$ cat config.mk
export PLATFORM = sky130hd
export DESIGN_NAME = lmc_mode_ctrl
export DESIGN_NICKNAME = d
export VERILOG_FILES = /design/src/lmc_sync.v /design/src/lmc_timer.v /design/src/lmc_mode_ctrl.v
export VERILOG_INCLUDE_DIRS = /design/src
export SDC_FILE = /design/constraint.sdc
export NUM_CORES = 1
export LEC_CHECK = 0
export BUFFER_PORTS_ARGS = -buffer_cell sky130_fd_sc_hd__buf_2
export CAP_MARGIN = 25
export CORE_AREA = 2 2 156 127
export DETAILED_ROUTE_END_ITERATION = 8
export DIE_AREA = 0 0 158 129
export GPL_ROUTABILITY_DRIVEN = 0
export PLACE_DENSITY = 0.47
export SYNTH_ARGS = -nofsm -noshare
export SYNTH_HDL_FRONTEND = slang
export SYNTH_HIERARCHICAL = 1
export SYNTH_SLANG_ARGS = --single-unit
$ cat constraint.sdc
create_clock -name clock_i -period 2.3 [get_ports clock_i]
set_input_delay 0.46 -clock clock_i [delete_from_list [all_inputs] [get_ports clock_i]]
set_output_delay 0.46 -clock clock_i [all_outputs]
set_load 0.005 [all_outputs]
$ cat src/lmc_defs.vh
// Timing constants and mode codes for the single-wire transceiver mode controller
`ifndef LMC_DEFS_VH
`define LMC_DEFS_VH

// Clock rate in MHz
`define LMC_CLK_MHZ 20

// Times as given
`define LMC_T_RESET_US 4000
`define LMC_T_DOM_US 20000
`define LMC_T_TXHI_NS 10000
`define LMC_T_SEL_NS 3200
`define LMC_T_WAKE_US 100

// Cycle counts at the clock rate, sized to their counters
`define LMC_RESET_CYC 17'h13880
`define LMC_DOM_CYC 19'h61A80
`define LMC_TXHI_CYC 8'hC8
`define LMC_SEL_CYC 7'h40
`define LMC_WAKE_CYC 11'h7D0

// Counter widths
`define LMC_RESET_W 17
`define LMC_DOM_W 19
`define LMC_TXHI_W 8
`define LMC_SEL_W 7
`define LMC_WAKE_W 11

// One-hot mode codes
`define LMC_MODE_W 5
`define LMC_ST_FAILSAFE 5'h01
`define LMC_ST_NORMAL 5'h02
`define LMC_ST_SILENT 5'h04
`define LMC_ST_SLEEP 5'h08
`define LMC_ST_SELECT 5'h10

// Synchronised input bit positions
`define LMC_SYN_N 7
`define LMC_SYN_EN 0
`define LMC_SYN_EN_FLOAT 1
`define LMC_SYN_TXD 2
`define LMC_SYN_BUS 3
`define LMC_SYN_PREWAKE 4
`define LMC_SYN_VCC_UV 5
`define LMC_SYN_VS_UV 6

`endif

$ cat src/lmc_sync.v
// Two-flop synchroniser bank for the pin-level inputs
`timescale 1ns/1ns
module lmc_sync #(
  parameter N = 7
) (
  // Clock and reset
  input wire clock_i,
  input wire rstn_i,
  // Data
  input wire [N-1:0] d_i,
  output wire [N-1:0] q_o
);
  reg [N-1:0] meta_r;
  reg [N-1:0] sync_r;
  genvar g;
  generate
    for (g = 0; g < N; g = g + 1) begin : g_bit
      // First stage feeds only the second stage
      always @(posedge clock_i or negedge rstn_i) begin
        if (!rstn_i) begin
          meta_r[g] <= 1'b0;
          sync_r[g] <= 1'b0;
        end else begin
          meta_r[g] <= d_i[g];
          sync_r[g] <= meta_r[g];
        end
      end
    end
  endgenerate
  assign q_o = sync_r;
endmodule // lmc_sync

$ cat src/lmc_timer.v
// Saturating interval timer with clear and run controls
`timescale 1ns/1ns
module lmc_timer #(
  parameter W = 8,
  parameter [W-1:0] LIMIT = {W{1'b1}}
) (
  // Clock and reset
  input wire clock_i,
  input wire rstn_i,
  // Control
  input wire clr_i,
  input wire run_i,
  // Status
  output reg done_o
);
  reg [W-1:0] cnt_r;
  always @(posedge clock_i or negedge rstn_i) begin
    if (!rstn_i) begin
      cnt_r <= {W{1'b0}};
      done_o <= 1'b0;
    end else if (clr_i) begin
      cnt_r <= {W{1'b0}};
      done_o <= 1'b0;
    end else if (run_i && !done_o) begin
      // Saturate so a held condition never wraps
      cnt_r <= cnt_r + {{(W-1){1'b0}}, 1'b1};
      done_o <= (cnt_r == LIMIT - {{(W-1){1'b0}}, 1'b1});
    end
  end
endmodule // lmc_timer

$ cat src/lmc_mode_ctrl.v
// Mode controller for a single-wire bus transceiver with integrated regulator
// Functional notes
// Normal mode: receive output follows bus level
// Silent mode: receive output held high
// Enable high selects normal mode, paths active
// Enable falls, transmit high: silent mode
// Enable falls, transmit low: sleep, regulator off
// Transmit may fall 3.2us after enable
// Floating enable is treated as low
// Regulator undervoltage: reset low, fail-safe
// Silent/sleep entry ignores bus level
// Sleep: prewake level enables receiver, timer
// Stuck transmit: sleep only after timeout
// Power-up: fail-safe, reset low 4ms
// Fail-safe until enable high, then normal
// Reset output low forces fail-safe
// Supply-undervoltage fail-safe: enable fall selects mode
// Fail-safe source shown on transmit, receive
// Silent wake-up only with transmit high
// Long dominant pulse is remote wake-up
// Wake-up: regulator, termination on, signal low
// Enable high after reset delay: normal
// Transmit low over 20ms releases driver
// Transmit low at entry blocks driver 10us
// Mode changes ignored during reset delay
// Inputs synchronised before edge detection
`timescale 1ns/1ns
`include "lmc_defs.vh"
module lmc_mode_ctrl #(
  parameter [`LMC_RESET_W-1:0] RESET_CYC = `LMC_RESET_CYC,
  parameter [`LMC_DOM_W-1:0] DOM_CYC = `LMC_DOM_CYC
) (
  // Clock and reset
  input wire clock_i,
  input wire rstn_i,
  // Host pins
  input wire en_i,
  input wire en_float_i,
  input wire txd_i,
  output reg txd_o,
  output reg txd_oe_o,
  output reg rxd_o,
  output reg reset_out_n_o,
  output reg reset_out_n_oe_o,
  // Bus side
  input wire bus_i,
  input wire prewake_threshold_i,
  output reg bus_drv_o,
  output reg term_on_o,
  output reg rx_on_o,
  // Supply monitors and regulator
  input wire vcc_uv_i,
  input wire vs_uv_i,
  output reg reg_on_o,
  // Status
  output reg [`LMC_MODE_W-1:0] mode_o
);
  localparam [`LMC_MODE_W-1:0] ST_FS = `LMC_ST_FAILSAFE;
  localparam [`LMC_MODE_W-1:0] ST_NORM = `LMC_ST_NORMAL;
  localparam [`LMC_MODE_W-1:0] ST_SIL = `LMC_ST_SILENT;
  localparam [`LMC_MODE_W-1:0] ST_SLP = `LMC_ST_SLEEP;
  localparam [`LMC_MODE_W-1:0] ST_SEL = `LMC_ST_SELECT;

  wire [`LMC_SYN_N-1:0] syn;
  wire en_s;
  wire txd_s;
  wire bus_s;
  wire prewake_s;
  wire vcc_uv_s;
  wire vs_uv_s;
  wire en_fall;
  wire rst_done;
  wire dom_to;
  wire txhi_done;
  wire txlo_long;
  wire sel_done;
  wire wake_long;
  wire wake_ok;
  wire sleep_ok;
  wire reg_on_w;

  reg [`LMC_MODE_W-1:0] state_r;
  reg [`LMC_MODE_W-1:0] state_nxt;
  reg en_d_r;
  reg bus_d_r;
  reg src_wake_r;
  reg src_wake_nxt;
  reg src_uv_r;
  reg src_uv_nxt;
  reg drv_blk_r;
  reg drv_blk_nxt;
  reg sleep_pend_r;
  reg sleep_pend_nxt;
  reg wake_arm_r;
  reg wake_arm_nxt;
  reg rx_wake_r;
  reg rx_wake_nxt;
  reg rxd_nxt;

  // Active when the mode code is one of the given states
  function in_state;
    input [`LMC_MODE_W-1:0] st;
    input [`LMC_MODE_W-1:0] want;
    begin
      in_state = |(st & want);
    end
  endfunction

  lmc_sync #(
    .N(`LMC_SYN_N)
  ) u_sync (
    .clock_i(clock_i),
    .rstn_i(rstn_i),
    .d_i({vs_uv_i, vcc_uv_i, prewake_threshold_i, bus_i, txd_i, en_float_i, en_i}),
    .q_o(syn)
  );

  // Pull-down: a floating enable reads as low
  assign en_s = syn[`LMC_SYN_EN] & ~syn[`LMC_SYN_EN_FLOAT];
  assign txd_s = syn[`LMC_SYN_TXD];
  assign bus_s = syn[`LMC_SYN_BUS];
  assign prewake_s = syn[`LMC_SYN_PREWAKE];
  assign vcc_uv_s = syn[`LMC_SYN_VCC_UV];
  assign vs_uv_s = syn[`LMC_SYN_VS_UV];
  assign en_fall = en_d_r & ~en_s;
  assign reg_on_w = ~in_state(state_r, ST_SLP);

  // Reset delay runs only with the regulator up and above threshold
  lmc_timer #(
    .W(`LMC_RESET_W),
    .LIMIT(RESET_CYC)
  ) u_rst_tmr (
    .clock_i(clock_i),
    .rstn_i(rstn_i),
    .clr_i(vcc_uv_s | ~reg_on_w),
    .run_i(1'b1),
    .done_o(rst_done)
  );

  // Dominant timeout on a held-low transmit input
  lmc_timer #(
    .W(`LMC_DOM_W),
    .LIMIT(DOM_CYC)
  ) u_dom_tmr (
    .clock_i(clock_i),
    .rstn_i(rstn_i),
    .clr_i(txd_s),
    .run_i(in_state(state_r, ST_NORM)),
    .done_o(dom_to)
  );

  // Transmit high time before the driver is re-armed
  lmc_timer #(
    .W(`LMC_TXHI_W),
    .LIMIT(`LMC_TXHI_CYC)
  ) u_txhi_tmr (
    .clock_i(clock_i),
    .rstn_i(rstn_i),
    .clr_i(~txd_s),
    .run_i(1'b1),
    .done_o(txhi_done)
  );

  // Transmit low longer than the select window counts as stuck
  lmc_timer #(
    .W(`LMC_SEL_W),
    .LIMIT(`LMC_SEL_CYC)
  ) u_txlo_tmr (
    .clock_i(clock_i),
    .rstn_i(rstn_i),
    .clr_i(txd_s),
    .run_i(1'b1),
    .done_o(txlo_long)
  );

  // Select window after enable falls with transmit still high
  lmc_timer #(
    .W(`LMC_SEL_W),
    .LIMIT(`LMC_SEL_CYC)
  ) u_sel_tmr (
    .clock_i(clock_i),
    .rstn_i(rstn_i),
    .clr_i(~in_state(state_r, ST_SEL)),
    .run_i(1'b1),
    .done_o(sel_done)
  );

  // Bus dominant time since the falling edge
  lmc_timer #(
    .W(`LMC_WAKE_W),
    .LIMIT(`LMC_WAKE_CYC)
  ) u_wake_tmr (
    .clock_i(clock_i),
    .rstn_i(rstn_i),
    .clr_i(bus_s | ~wake_arm_r),
    .run_i(1'b1),
    .done_o(wake_long)
  );

  // Silent wake-up only counts with transmit high
  assign wake_ok = in_state(state_r, ST_SLP) | (in_state(state_r, ST_SIL) & txd_s);
  // A simultaneous fall is fine; a long-stuck low waits for the timeout
  assign sleep_ok = ~txlo_long | dom_to | ~in_state(state_r, ST_NORM);

  always @* begin
    state_nxt = state_r;
    src_wake_nxt = src_wake_r;
    src_uv_nxt = src_uv_r;
    drv_blk_nxt = drv_blk_r;
    sleep_pend_nxt = sleep_pend_r;
    wake_arm_nxt = wake_arm_r;
    rx_wake_nxt = rx_wake_r;
    // Re-arm the driver once transmit has been high long enough
    if (txhi_done) begin
      drv_blk_nxt = 1'b0;
    end
    if (in_state(state_r, ST_NORM) && dom_to) begin
      drv_blk_nxt = 1'b1;
    end
    // Prewake level opens the receiver; falling edge arms the filter
    if (wake_ok && prewake_s) begin
      rx_wake_nxt = 1'b1;
    end
    // Prewake and the falling edge may arrive in the same cycle
    if (wake_ok && (rx_wake_r || prewake_s) && bus_d_r && !bus_s) begin
      wake_arm_nxt = 1'b1;
    end
    if (!wake_ok) begin
      rx_wake_nxt = 1'b0;
      wake_arm_nxt = 1'b0;
    end
    case (state_r)
      ST_NORM: begin
        if (vcc_uv_s || !rst_done) begin
          state_nxt = ST_FS;
        end else if (vs_uv_s) begin
          state_nxt = ST_FS;
          src_uv_nxt = 1'b1;
        end else if (en_fall && txd_s) begin
          state_nxt = ST_SEL;
        end else if (en_fall && sleep_ok) begin
          state_nxt = ST_SLP;
        end else if (en_fall) begin
          sleep_pend_nxt = 1'b1;
        end else if (sleep_pend_r && !en_s) begin
          if (dom_to) begin
            state_nxt = ST_SLP;
            sleep_pend_nxt = 1'b0;
          end
        end else begin
          sleep_pend_nxt = 1'b0;
        end
      end
      ST_SEL: begin
        // Transmit may follow enable down within the window
        if (vcc_uv_s || !rst_done) begin
          state_nxt = ST_FS;
        end else if (!txd_s) begin
          state_nxt = ST_SLP;
        end else if (sel_done) begin
          state_nxt = ST_SIL;
        end
      end
      ST_SIL: begin
        if (vcc_uv_s || !rst_done) begin
          state_nxt = ST_FS;
        end else if (wake_arm_r && wake_long && bus_s) begin
          state_nxt = ST_FS;
          src_wake_nxt = 1'b1;
        end else if (en_s) begin
          state_nxt = ST_NORM;
          drv_blk_nxt = ~txd_s;
        end
      end
      ST_SLP: begin
        // Reset output is low here by design, so it does not force fail-safe
        if (wake_arm_r && wake_long && bus_s) begin
          state_nxt = ST_FS;
          src_wake_nxt = 1'b1;
        end
      end
      ST_FS: begin
        if (!rst_done) begin
          state_nxt = ST_FS;
        // Supply still low keeps fail-safe, else it bounces via normal
        end else if (en_s && !vcc_uv_s && !vs_uv_s) begin
          state_nxt = ST_NORM;
          src_wake_nxt = 1'b0;
          src_uv_nxt = 1'b0;
          sleep_pend_nxt = 1'b0;
          drv_blk_nxt = ~txd_s;
        end else if (en_fall && src_uv_r) begin
          state_nxt = txd_s ? ST_SEL : ST_SLP;
          src_uv_nxt = 1'b0;
        end
      end
      default: begin
        state_nxt = ST_FS;
      end
    endcase
  end

  always @* begin
    case (state_r)
      ST_NORM: rxd_nxt = bus_s;
      ST_SIL: rxd_nxt = 1'b1;
      ST_SEL: rxd_nxt = 1'b1;
      ST_SLP: rxd_nxt = 1'b0;
      ST_FS: rxd_nxt = ~(src_wake_r | src_uv_r);
      default: rxd_nxt = 1'b1;
    endcase
  end

  always @(posedge clock_i or negedge rstn_i) begin
    if (!rstn_i) begin
      state_r <= ST_FS;
      en_d_r <= 1'b0;
      bus_d_r <= 1'b0;
      src_wake_r <= 1'b0;
      src_uv_r <= 1'b0;
      drv_blk_r <= 1'b1;
      sleep_pend_r <= 1'b0;
      wake_arm_r <= 1'b0;
      rx_wake_r <= 1'b0;
    end else begin
      state_r <= state_nxt;
      en_d_r <= en_s;
      bus_d_r <= bus_s;
      src_wake_r <= src_wake_nxt;
      src_uv_r <= src_uv_nxt;
      drv_blk_r <= drv_blk_nxt;
      sleep_pend_r <= sleep_pend_nxt;
      wake_arm_r <= wake_arm_nxt;
      rx_wake_r <= rx_wake_nxt;
    end
  end

  // All outputs registered; one cycle behind the state
  always @(posedge clock_i or negedge rstn_i) begin
    if (!rstn_i) begin
      txd_o <= 1'b0;
      txd_oe_o <= 1'b0;
      rxd_o <= 1'b0;
      reset_out_n_o <= 1'b0;
      reset_out_n_oe_o <= 1'b1;
      bus_drv_o <= 1'b0;
      term_on_o <= 1'b0;
      rx_on_o <= 1'b0;
      reg_on_o <= 1'b1;
      mode_o <= ST_FS;
    end else begin
      mode_o <= state_r;
      rxd_o <= rxd_nxt;
      // Wake-up source wins over undervoltage on the transmit pin
      txd_oe_o <= in_state(state_r, ST_FS) & (src_wake_r | src_uv_r);
      txd_o <= in_state(state_r, ST_FS) & src_uv_r & ~src_wake_r;
      reset_out_n_o <= 1'b0;
      reset_out_n_oe_o <= ~rst_done | ~reg_on_w;
      bus_drv_o <= in_state(state_r, ST_NORM) & ~txd_s & ~drv_blk_r & ~dom_to;
      term_on_o <= in_state(state_r, ST_NORM | ST_FS);
      rx_on_o <= in_state(state_r, ST_NORM) | rx_wake_r;
      reg_on_o <= reg_on_w;
    end
  end
endmodule // lmc_mode_ctrl

==> key figures, run 1 <==
Run status
  • Status: completed

Global route
  • Vias in the first global route: 4051
  • First-pass GRT wire length: 20150 µm
  • Largest net degree at the start of global routing: 55
  • GRT Total Usage: 12.73%
  • Grt ovf: 0
  • Initial antenna violation count: 0

Pwr
  • Sw Ratio: 21.67%
  • NetSw: 1088 µW
  • PwrDens: 752.4 mW/mm²
  • Internal: 3932 µW
  • Clock share of power: 55.9%
  • Seq pwr share: 41.4%
  • Pleak: 0.002883 µW
  • Peak VDD IR: 0.4572 mV
  • Logic gate share of total power: 2.7%

Setup path
  • CP Launch Type: register
  • Setup crit end kind: register
  • CP Launch Point: state_r[2]$_DFFE_PN0P_
  • Worst r2r src: state_r[2]$_DFFE_PN0P_
  • Critical path type: reg2reg
  • CP required: 2.64 ns
  • R2r setup slk: 0.38 ns
  • Worst path arrival time: 2.26 ns
  • FF-to-FF End: drv_blk_r$_DFF_PN1_
  • Critical-path maximum fanout: 14
  • Worst R2R Path Depth: 5

Die
  • # rows: 45
  • Total die area: 0.02038 mm²
  • Core box area: 0.01881 mm²
  • Initial Util: 29.56%
  • Num ports: 23
  • Die Span Y: 129 µm
  • DIE WIDTH: 158 µm

Clocking
  • CTS tree: done
  • Clk buf depth: 2
  • Clk sinks: 115
  • Post-CTS Setup Bufs: 0
  • CTS root buffer: clkbuf_16
  • H-tree depth: 4
  • Total CTS buffers: 17
  • Reg clk slew, reported paths: 0.06 ns
  • Worst-Skew Late Latency: 0.41 ns

Synthesis
  • Sequential cell area fraction in the yosys report: 51.88%
  • Async S/R FF share, synth: 100.0%
  • Flop and latch count out of synthesis: 115
  • Post-synth EDFFs: 0
  • Netlist cell types: 72
  • Post-Synthesis Cells: 537
  • Most used flip-flop cell after synthesis: dfrtp_1
  • Area share of the largest cell type after synthesis: 49.52%
  • Mapped Area: 0.005559 mm²
  • Post-synth top area cell: dfrtp_1
  • Synth top area cells: dfrtp_1 (50%), a21oi_1 (3.6%), nor2_1 (3.2%), nand2_1 (2.5%), dfstp_2 (2.4%)
  • Synthesized area per cell: 10.35 µm²
  • Ys Warns: 6

Cells and area
  • Most frequent cells in the layout: dfrtp_1 (110), nor2_1 (47), a21oi_1 (40)
  • Commonest non-fill, non-tap cell in the layout: dfrtp_1
  • Post-Layout Cell Count: 857
  • Final Util: 35.48%
  • Net count, final: 603
  • Fin area: 0.006671 mm²
  • Number of diodes: 0
  • Synth-to-Final Area Change: 20.01%
  • Ratio of cells with drive above 1 in the final layout: 15.53%

STA
  • Worst Tran Pin Value: 0.5915 ns
  • Min Tclk post-route: 1.921 ns
  • Max_slew headroom: 60.20%
  • Layout Skew: 0.006237 ns
  • Final worst-path cycle share: 83.54%
  • Pins Over Slew Limit: 0
  • RSZ-0062 raised after global routing: no
  • Peak Freq: 520.5 MHz
  • Sum of negative setup slack: 0 ns
  • Final setup vio count: 0
  • Hold WS: 0.1513 ns
  • Fin. Hold Viols: 0

Placed design
  • Placed cell area: 0.006036 mm²
  • Placed Cells: 824
  • DP HPWL: 8025 µm
  • IO buf count: 21

Route
  • Final WL: 11730 µm
  • DR vias/cell: 4.790
  • Via Count: 4105
  • Avg WL per Cell: 13.68 µm
  • DRT iter0 DRCs: 316
  • Post-route DRC violation count: 0
  • Pre-antenna DRT Iters: 5
  • Post-route ant nets: 0

Hold path
  • Hold Path Class: in2reg
  • Worst Min Path Start: bus_i
  • Hold Path Stages: 1
  • Hold EP: u_sync/meta_r[3]$_DFF_PN0_

Job
  • Max-cap viol count: 0
[power by group through the flow]
stage	Combinational (µW)	Clock, µW	Sequential (µW)
2_1_floorplan	71.8	0	2100
3_3_place_gp	137	0	2110
3_5_place_dp	140	0	2110
4_1_cts	142	2880	2080
5_1_grt	160	2970	2080
6_report	137	2800	2080
[cell usage after synthesis, types with 6 or more instances]
cell type	number
nor2b_1	10
a21oi_1	40
or4_1	14
buf_2	6
nor4_1	9
xor2_1	15
mux2i_1	6
nand3_1	18
nand4_1	14
o31ai_1	12
nand2_1	37
nor3_1	10
o21ai_0	22
dfrtp_1	110
ha_1	8
inv_1	20
nor2_1	47
xnor2_1	15
or3_1	14
nand2b_1	11
nand3b_1	6
[stage by stage]
stage,setup WS [ns],power [µW]
floorplan,0.5835,2177
global placement,0.4535,2251
detailed placement,0.4176,2253
CTS,0.4070,5104
global route,0.2594,5212
finish,0.3786,5020
[critical path, stage by stage (launching register included)]
cell	delay (ns)
dfrtp_1	0.53
or3_4	0.48
or2_1	0.30
o22ai_1	0.17
nand3_1	0.17
mux2i_1	0.19
[flip-flops by register name, indices dropped and copies added, names as in the netlist, 5 cells and up]
register,count
u_rst_tmr/cnt_r,17
state_r,5
u_wake_tmr/cnt_r,11
mode_o,5
u_txlo_tmr/cnt_r,7
u_txhi_tmr/cnt_r,8
u_sync/q_o,7
u_dom_tmr/cnt_r,19
u_sel_tmr/cnt_r,7
u_sync/meta_r,7
[timing repair]
action                    CTS  global route
resized for setup           0             0
hold buffers                1             0
hold endpoints to repair    3             0
[final cells by class]
class | count | area [µm²]
tap | 258 | 322.8
clock buffer | 19 | 442.9
clock inverter | 13 | 182.7
multi-input combinational | 403 | 2582
sequential | 115 | 2884
fill | 1906 | 12130
timing repair buffer | 28 | 175.2
inverter | 21 | 81.33
[worst max path at each step]
stage | end | slack (ns) | depth (start not counted)
after detailed placement | drv_blk_r$_DFF_PN1_ | 0.42 | 5
after global placement | sleep_pend_r$_DFFE_PN0P_ | 0.45 | 4
after global routing | u_rst_tmr/cnt_r[15]$_DFFE_PN0P_ | 0.26 | 4
after floorplan | state_r[4]$_DFFE_PN0P_ | 0.58 | 6
after CTS | state_r[3]$_DFFE_PN0P_ | 0.41 | 6
final | drv_blk_r$_DFF_PN1_ | 0.38 | 5
[layer usage]
| metal | track usage [%] | share of wire, % |
|---|---|---|
| met1 | 17.44 | 51 |
| met2 | 18.75 | 44 |
| met3 | 3.503 | 3.7 |
| met4 | 5.829 | 1.7 |
| met5 | 0 | 0 |
[cells by family (layout without fill, tap and decap cells)]
| logic type | count (synthesis) | count (layout) | synth area share (%) |
|---|---|---|---|
| other | 2 | 20 | 0.1351 |
| adders and majority gates | 8 | 8 | 1.801 |
| and+or+nand+nor | 232 | 232 | 25.05 |
| DFF | 115 | 115 | 51.88 |
| buffers and inverters | 37 | 81 | 2.881 |
| muxes | 10 | 10 | 1.891 |
| xor gates and xnor gates | 30 | 30 | 4.727 |
| AOI/OAI and AO/OA | 103 | 103 | 11.64 |
(Power assumes the default switching activity.)
==> run 2, diff against run 1 <==
==> constraint.sdc (replaced) <==
create_clock -name clock_i -period 1.93 [get_ports clock_i]
set_input_delay 0.386 -clock clock_i [delete_from_list [all_inputs] [get_ports clock_i]]
set_output_delay 0.386 -clock clock_i [all_outputs]
set_load 0.005 [all_outputs]
==> key figures, run 2 (same netlist as run 1, synthesis figures left out) <==
STA
  • RSZ-0062 raised after global routing: no (unchanged)
  • Min Tclk post-route: 1.811 ns (was 1.921 ns)
  • Peak Freq: 552.1 MHz (was 520.5 MHz)
  • Final worst-path cycle share: 93.86% (was 83.54%)
  • Fin. Hold Viols: 0 (unchanged)
  • Final setup vio count: 0 (unchanged)
  • Worst setup margin: 0.1186 ns (was 0.3786 ns)
  • Pins Over Slew Limit: 0 (unchanged)
  • Worst Tran Pin Value: 0.6151 ns (was 0.5915 ns)
  • Max_slew headroom: 58.99% (was 60.20%)
  • Layout Skew: 0.006170 ns (was 0.006237 ns)
  • Sum of negative setup slack: 0 ns (unchanged)
  • Hold WS: 0.06266 ns (was 0.1513 ns)

Route
  • Avg WL per Cell: 13.36 µm (was 13.68 µm)
  • Pre-antenna DRT Iters: 5 (unchanged)
  • Post-route ant nets: 0 (unchanged)
  • Post-route DRC violation count: 0 (unchanged)
  • Final WL: 11590 µm (was 11730 µm)
  • DRT iter0 DRCs: 300 (was 316)
  • DR vias/cell: 4.737 (was 4.790)
  • Via Count: 4112 (was 4105)

Setup path
  • R2r setup slk: 0.12 ns (was 0.38 ns)
  • Worst path arrival time: 2.15 ns (was 2.26 ns)
  • Setup crit end kind: register (unchanged)
  • CP Launch Type: register (unchanged)
  • Critical path type: reg2reg (unchanged)
  • CP required: 2.27 ns (was 2.64 ns)
  • Worst r2r src: u_dom_tmr/done_o$_DFFE_PN0P_ (was state_r[2]$_DFFE_PN0P_)
  • CP Launch Point: u_dom_tmr/done_o$_DFFE_PN0P_ (was state_r[2]$_DFFE_PN0P_)
  • Critical-path maximum fanout: 10 (was 14)
  • Worst Setup EP: u_dom_tmr/cnt_r[15]$_DFFE_PN0P_ (was drv_blk_r$_DFF_PN1_)
  • Worst R2R Path Depth: 4 (was 5)
  • FF-to-FF End: u_dom_tmr/cnt_r[15]$_DFFE_PN0P_ (was drv_blk_r$_DFF_PN1_)

Die
  • Num ports: 23 (unchanged)
  • Total die area: 0.02038 mm² (unchanged)
  • Initial Util: 29.56% (unchanged)
  • # rows: 45 (unchanged)
  • DIE WIDTH: 158 µm (unchanged)
  • Die Span Y: 129 µm (unchanged)
  • Core box area: 0.01881 mm² (unchanged)

Cells and area
  • Most frequent cells in the layout: dfrtp_1 (109), nor2_1 (47), a21oi_1 (40) (was dfrtp_1 (110), nor2_1 (47), a21oi_1 (40))
  • Ratio of cells with drive above 1 in the final layout: 17.70% (was 15.53%)
  • Sequential Area: 0.002885 mm² (was 0.002884 mm²)
  • Number of diodes: 0 (unchanged)
  • Post-Layout Cell Count: 868 (was 857)
  • Largest regs: u_dom_tmr/cnt_r: 19 flops, u_rst_tmr/cnt_r: 17 flops, u_wake_tmr/cnt_r: 11 flops (unchanged)
  • Area taken by multi-input logic gates: 0.002589 mm² (was 0.002582 mm²)
  • Commonest non-fill, non-tap cell in the layout: dfrtp_1 (unchanged)
  • Largest register FFs: 19 (unchanged)
  • Biggest register: u_dom_tmr/cnt_r (unchanged)
  • Net count, final: 614 (was 603)
  • Synth-to-Final Area Change: 22.84% (was 20.01%)
  • Filler cells: 1874 (was 1906)

Clocking
  • Hold Buf Count CTS: 0 (was 1)
  • CTS tree: done (unchanged)
  • Worst-Skew Late Latency: 0.41 ns (about the same)
  • H-tree depth: 4 (unchanged)
  • Clk buf depth: 2 (unchanged)
  • CTS root buffer: clkbuf_16 (unchanged)
  • Total CTS buffers: 17 (unchanged)
  • Reg clk slew, reported paths: 0.05 ns (was 0.06 ns)
  • Clk sinks: 115 (unchanged)

Pwr
  • Peak VDD IR: 0.5728 mV (was 0.4572 mV)
  • Internal: 4981 µW (was 3932 µW)
  • Sw Ratio: 20.39% (was 21.67%)
  • Pleak: 0.002974 µW (was 0.002883 µW)
  • Logic gate share of total power: 2.6% (was 2.7%)
  • PwrDens: 916.1 mW/mm² (was 752.4 mW/mm²)
  • NetSw: 1275 µW (was 1088 µW)
  • Clock share of power: 57.8% (was 55.9%)
  • Seq pwr share: 39.6% (was 41.4%)

Global route
  • First-pass GRT wire length: 20090 µm (was 20150 µm)
  • Grt ovf: 0 (unchanged)
  • Vias in the first global route: 4079 (was 4051)
  • Largest net degree at the start of global routing: 116 (was 55)
  • Initial antenna violation count: 0 (unchanged)
  • GRT Total Usage: 12.55% (was 12.73%)

Placed design
  • DP HPWL: 7738 µm (was 8025 µm)
  • Placed Cells: 834 (was 824)
  • IO buf count: 21 (unchanged)
  • Dpl ws: 0.06127 ns (was 0.4176 ns)

Job
  • Max-cap viol count: 0 (unchanged)

Run status
  • Status: completed (unchanged)

Hold path
  • Hold Path Class: in2async (was in2reg)
==> run 2: worst max-delay path: stages, from the launching register on <==
cell and delay [ns]:
dfrtp_1 0.47, nand2b_2 0.26, a2111o_1 0.49, or3_1 0.37, a21oi_1 0.15
==> run 2: stage by stage <==
stage	total power (µW)	util, %	area (µm²)
6_report	6256	36.31	6829
5_1_grt	6488	36.31	6829
4_1_cts	6358	36.13	6794
3_5_place_dp	2686	32.50	6111
3_3_place_gp	2682	32.50	6111
2_1_floorplan	2594	-	5627
==> run 2: layer usage <==
metal / wire length [µm] / vias to the layer above / global-route usage, %
li1: - / 2045 / -
met1: 5852 / 2001 / 16.69
met2: 5166 / 53 / 19.49
met3: 418 / 13 / 3.941
met4: 157 / 0 / 4.134
met5: 0 / - / 0
==> run 2: worst min-delay path by stage <==
stage,startpoint,end,slack (ns)
6_report,rstn_i,u_sel_tmr/cnt_r[3]$_DFFE_PN0P_,0.06
5_1_grt,vs_uv_i,u_sync/meta_r[6]$_DFF_PN0_,0.06
4_1_cts,vs_uv_i,u_sync/meta_r[6]$_DFF_PN0_,0.06
3_5_place_dp,u_sync/meta_r[2]$_DFF_PN0_,u_sync/q_o[2]$_DFF_PN0_,0.34
3_3_place_gp,u_sync/meta_r[5]$_DFF_PN0_,u_sync/q_o[5]$_DFF_PN0_,0.34
2_1_floorplan,rstn_i,bus_d_r$_DFF_PN0_,0.09
==> run 2: final cells by class <==
class                      count  area share [%]
clock buffer                  19           6.632
tap                          258           4.727
multi-input combinational    403           37.91
clock inverter                13           3.371
timing repair buffer          39           3.921
sequential                   115           42.25
inverter                      21           1.191
==> run 2: power by group through the flow <==
stage | combinational [µW] | sequential [µW] | clock (µW)
floorplan | 85.5 | 2510 | 0
global placement | 165 | 2520 | 0
detailed placement | 169 | 2520 | 0
CTS | 169 | 2480 | 3710
global route | 191 | 2480 | 3820
finish | 161 | 2480 | 3620
==> run 2: repair_timing <==
action | in CTS | in global routing
setup buffers | 0 | 2
gates resized for setup | 0 | 2
setup endpoints to repair | 0 | 4
endpoints found under the hold margin | 0 | 0
==> run 3, diff against run 2 <==
--- a/config.mk
+++ b/config.mk
@@ -6,13 +6,14 @@
 export SDC_FILE = /design/constraint.sdc
 export NUM_CORES = 1
 export LEC_CHECK = 0
+export ABC_AREA = 1
 export BUFFER_PORTS_ARGS = -buffer_cell sky130_fd_sc_hd__buf_2
 export CAP_MARGIN = 25
-export CORE_AREA = 2 2 156 127
+export CORE_AREA = 2 2 177 144
 export DETAILED_ROUTE_END_ITERATION = 8
-export DIE_AREA = 0 0 158 129
+export DIE_AREA = 0 0 179 146
 export GPL_ROUTABILITY_DRIVEN = 0
-export PLACE_DENSITY = 0.47
+export PLACE_DENSITY = 0.42
 export SYNTH_ARGS = -nofsm -noshare
 export SYNTH_HDL_FRONTEND = slang
 export SYNTH_HIERARCHICAL = 1
==> key figures, run 3 <==
Setup path
  • Worst path arrival time: 1.97 ns (was 2.15 ns)
  • Critical-path maximum fanout: 11 (was 10)
  • CP peak stage delay: 0.53 ns (was 0.49 ns)
  • Setup crit end kind: register (unchanged)
  • Top delay family on crit path: simple AND/OR/NAND/NOR gates (was compound AO/OA/AOI/OAI gates)
  • Critical path type: reg2reg (unchanged)
  • CP Launch Type: register (unchanged)
  • Crit path max-delay cell type: dfrtp_1 (was a2111o_1)
  • CP Buf/Inv Count: 1 (was 0)
  • Cell mode on critical path: nand2_1
  • Cell Chain, Critical Path: inv_1, nand2_1, nor2_1, nand3_1, nand2_1, nor2_2, nand3_1, nand2_1 (was nand2b_2, a2111o_1, or3_1, a21oi_1)
  • CP required: 2.23 ns (was 2.27 ns)

Synthesis
  • Most used flip-flop cell after synthesis: dfrtp_1 (unchanged)
  • Post-synth top area cell: dfrtp_1 (unchanged)
  • Top cells by count, synth: nand2_1 (170), nor2_1 (117), dfrtp_1 (110) (was dfrtp_1 (110), nor2_1 (47), a21oi_1 (40))
  • Synth top area cells: dfrtp_1 (46%), nand2_1 (11%), nor2_1 (7.3%), nand3_1 (5.7%), inv_1 (4.7%) (was dfrtp_1 (50%), a21oi_1 (3.6%), nor2_1 (3.2%), nand2_1 (2.5%), dfstp_2 (2.4%))
  • Area share of the largest cell type after synthesis: 45.98% (was 49.52%)
  • Most frequent cell after synthesis: nand2_1 (was dfrtp_1)
  • Post-synth EDFFs: 0 (unchanged)
  • Sequential cell area fraction in the yosys report: 48.17% (was 51.88%)
  • Mapped Area: 0.005987 mm² (was 0.005559 mm²)
  • Synthesized area per cell: 7.878 µm² (was 10.35 µm²)
  • Flop and latch count out of synthesis: 115 (unchanged)
  • Ys Warns: 6 (unchanged)
  • Async S/R FF share, synth: 100.0% (unchanged)
  • Netlist cell types: 37 (was 72)
  • Post-Synthesis Cells: 760 (was 537)

Die
  • Die Span Y: 146 µm (was 129 µm)
  • Num ports: 23 (unchanged)
  • # rows: 51 (was 45)
  • DIE WIDTH: 179 µm (was 158 µm)
  • Core box area: 0.02418 mm² (was 0.01881 mm²)
  • Initial Util: 24.76% (was 29.56%)
  • Total die area: 0.02613 mm² (was 0.02038 mm²)

Global route
  • First-pass GRT wire length: 23930 µm (was 20090 µm)
  • Initial antenna violation count: 0 (unchanged)
  • GRT Total Usage: 11.57% (was 12.55%)
  • Vias in the first global route: 4809 (was 4079)
  • Largest net degree at the start of global routing: 40 (was 116)
  • Grt ovf: 0 (unchanged)

Clocking
  • H-tree depth: 4 (unchanged)
  • Clk buf depth: 2 (unchanged)
  • Worst-Skew Late Latency: 0.42 ns (was 0.41 ns)
  • Reg clk slew, reported paths: 0.06 ns (was 0.05 ns)
  • Clk sinks: 115 (unchanged)
  • Total CTS buffers: 17 (unchanged)
  • CTS tree: done (unchanged)
  • CTS root buffer: clkbuf_16 (unchanged)
  • # resized after CTS: 0 (unchanged)

STA
  • Sum of negative setup slack: 0 ns (unchanged)
  • Pins Over Slew Limit: 0 (unchanged)
  • Worst Tran Pin Value: 0.4875 ns (was 0.6151 ns)
  • Peak Freq: 600.1 MHz (was 552.1 MHz)
  • Layout Skew: 0.01144 ns (was 0.006170 ns)
  • Final setup vio count: 0 (unchanged)
  • Min Tclk post-route: 1.666 ns (was 1.811 ns)
  • Final worst-path cycle share: 86.34% (was 93.86%)
  • RSZ-0062 raised after global routing: no (unchanged)
  • Max_slew headroom: 67.20% (was 58.99%)
  • Fin. Hold Viols: 0 (unchanged)

Route
  • DRT iter0 DRCs: 420 (was 300)
  • Post-route DRC violation count: 0 (unchanged)
  • Via Count: 4922 (was 4112)
  • Avg WL per Cell: 12.13 µm (was 13.36 µm)
  • Post-route ant nets: 0 (unchanged)
  • Pre-antenna DRT Iters: 5 (unchanged)
  • DR vias/cell: 4.265 (was 4.737)
  • Final WL: 14000 µm (was 11590 µm)

Pwr
  • PwrDens: 919.8 mW/mm² (was 916.1 mW/mm²)
  • Peak VDD IR: 0.5918 mV (was 0.5728 mV)
  • Pleak: 0.003186 µW (was 0.002974 µW)

Run status
  • Status: completed (unchanged)

Cells and area
  • Final Util: 29.97% (was 36.31%)
  • Biggest register: u_dom_tmr/cnt_r (unchanged)
  • Ratio of cells with drive above 1 in the final layout: 17.11% (was 17.70%)
  • Largest register FFs: 19 (unchanged)
  • Net count, final: 840 (was 614)
  • Most frequent cells in the layout: nand2_1 (170), nor2_1 (117), dfrtp_1 (110) (was dfrtp_1 (109), nor2_1 (47), a21oi_1 (40))
  • Filler cells: 2595 (was 1874)
  • Number of diodes: 0 (unchanged)
  • Synth-to-Final Area Change: 21.07% (was 22.84%)
  • Commonest non-fill, non-tap cell in the layout: nand2_1 (was dfrtp_1)
  • Largest regs: u_dom_tmr/cnt_r: 19 flops, u_rst_tmr/cnt_r: 17 flops, u_wake_tmr/cnt_r: 11 flops (unchanged)
  • Fin area: 0.007248 mm² (was 0.006829 mm²)

Placed design
  • DP HPWL: 10370 µm (was 7738 µm)
  • Placed cell area: 0.006643 mm² (was 0.006111 mm²)
  • IO buf count: 21 (unchanged)

Hold path
  • Hold Path Class: in2reg (was in2async)

Job
  • Max-cap viol count: 0 (unchanged)
-- run 3: cell count changes after synthesis, sizes merged, moves of 10 or more --
cell | before | now
nand2 | 38 | 184
nor2 | 47 | 151
inv | 21 | 86
nand3 | 19 | 78
or3 | 21 | 0
xnor2 | 15 | 0
or4 | 14 | 0
xor2 | 15 | 1
nand2b | 12 | 0
o31ai | 12 | 0
nor2b | 10 | 0
-- run 3: final cells by class --
type                            instances  area, µm²  area share, %
Multi-Input combinational cell        566       2800          38.63
Clock buffer                           19      442.9          6.111
Timing Repair Buffer                   34      236.5          3.263
Tap cell                              318      397.9          5.489
Inverter                               89      334.1          4.609
Clock inverter                         13      152.6          2.106
Sequential cell                       115       2884          39.79
-- run 3: final timing paths --
path	start	endpoint	slack, ns	depth (start not counted)
setup / recovery	state_r[1]$_DFFE_PN0P_	state_r[3]$_DFFE_PN0P_	0.26	8
hold / removal	prewake_threshold_i	u_sync/meta_r[4]$_DFF_PN0_	0.07	1
setup reg to reg	state_r[1]$_DFFE_PN0P_	state_r[3]$_DFFE_PN0P_	0.26	8
hold reg to reg	u_sync/meta_r[0]$_DFF_PN0_	u_sync/q_o[0]$_DFF_PN0_	0.35	0
max in group asynchronous	rstn_i	reg_on_o$_DFF_PN1_	0.89	3
min in group asynchronous	rstn_i	u_dom_tmr/cnt_r[5]$_DFFE_PN0P_	0.45	2
-- run 3: cells by family (layout without fill, tap and decap cells) --
kind of cell	after synthesis	in the layout	synth area share, %
adders and majority gates	8	8	1.672
DFF	115	115	48.17
buffers and inverters	92	155	5.873
xor gates and xnor gates	1	1	0.1463
and+or+nand+nor	463	463	36.87
other	2	15	0.1254
AOI/OAI and AO/OA	79	79	7.147
-- run 3: what timing repair did --
item / in CTS / in global routing
buffers inserted: 0 / 0
endpoints found under the setup margin: 0 / 0
hold buffers: 1 / 0
endpoints found under the hold margin: 32 / 0
-- run 3: stage by stage --
stage	power (µW)	hold slack, ns	worst slack (ns)	cells
floorplan	3199	0.09041	0.4919	773
global placement	3564	0.3331	0.3155	1121
detailed placement	3542	0.3356	0.3083	1121
CTS	6788	0.04778	0.2982	1154
global route	7013	0.04840	0.06318	1154
finish	6667	0.07320	0.2637	1154
-- run 3: routing by layer --
| layer | wire length (µm) | vias to the layer above | share of wire (%) | GRT usage [%] |
|---|---|---|---|---|
| met5 | 0 | - | 0 | 0 |
| met3 | 515 | 16 | 3.7 | 3.056 |
| met4 | 213 | 0 | 1.5 | 4.146 |
| met2 | 5758 | 69 | 41 | 15.94 |
| li1 | - | 2582 | - | - |
| met1 | 7508 | 2255 | 54 | 17.13 |
-- run 3: power breakdown --
part           total (µW)  switching [µW]  internal (µW)
Combinational         799             537            263
Sequential           2700             130           2570
Clock                3170            1220           1950
Total                6670            1890           4780
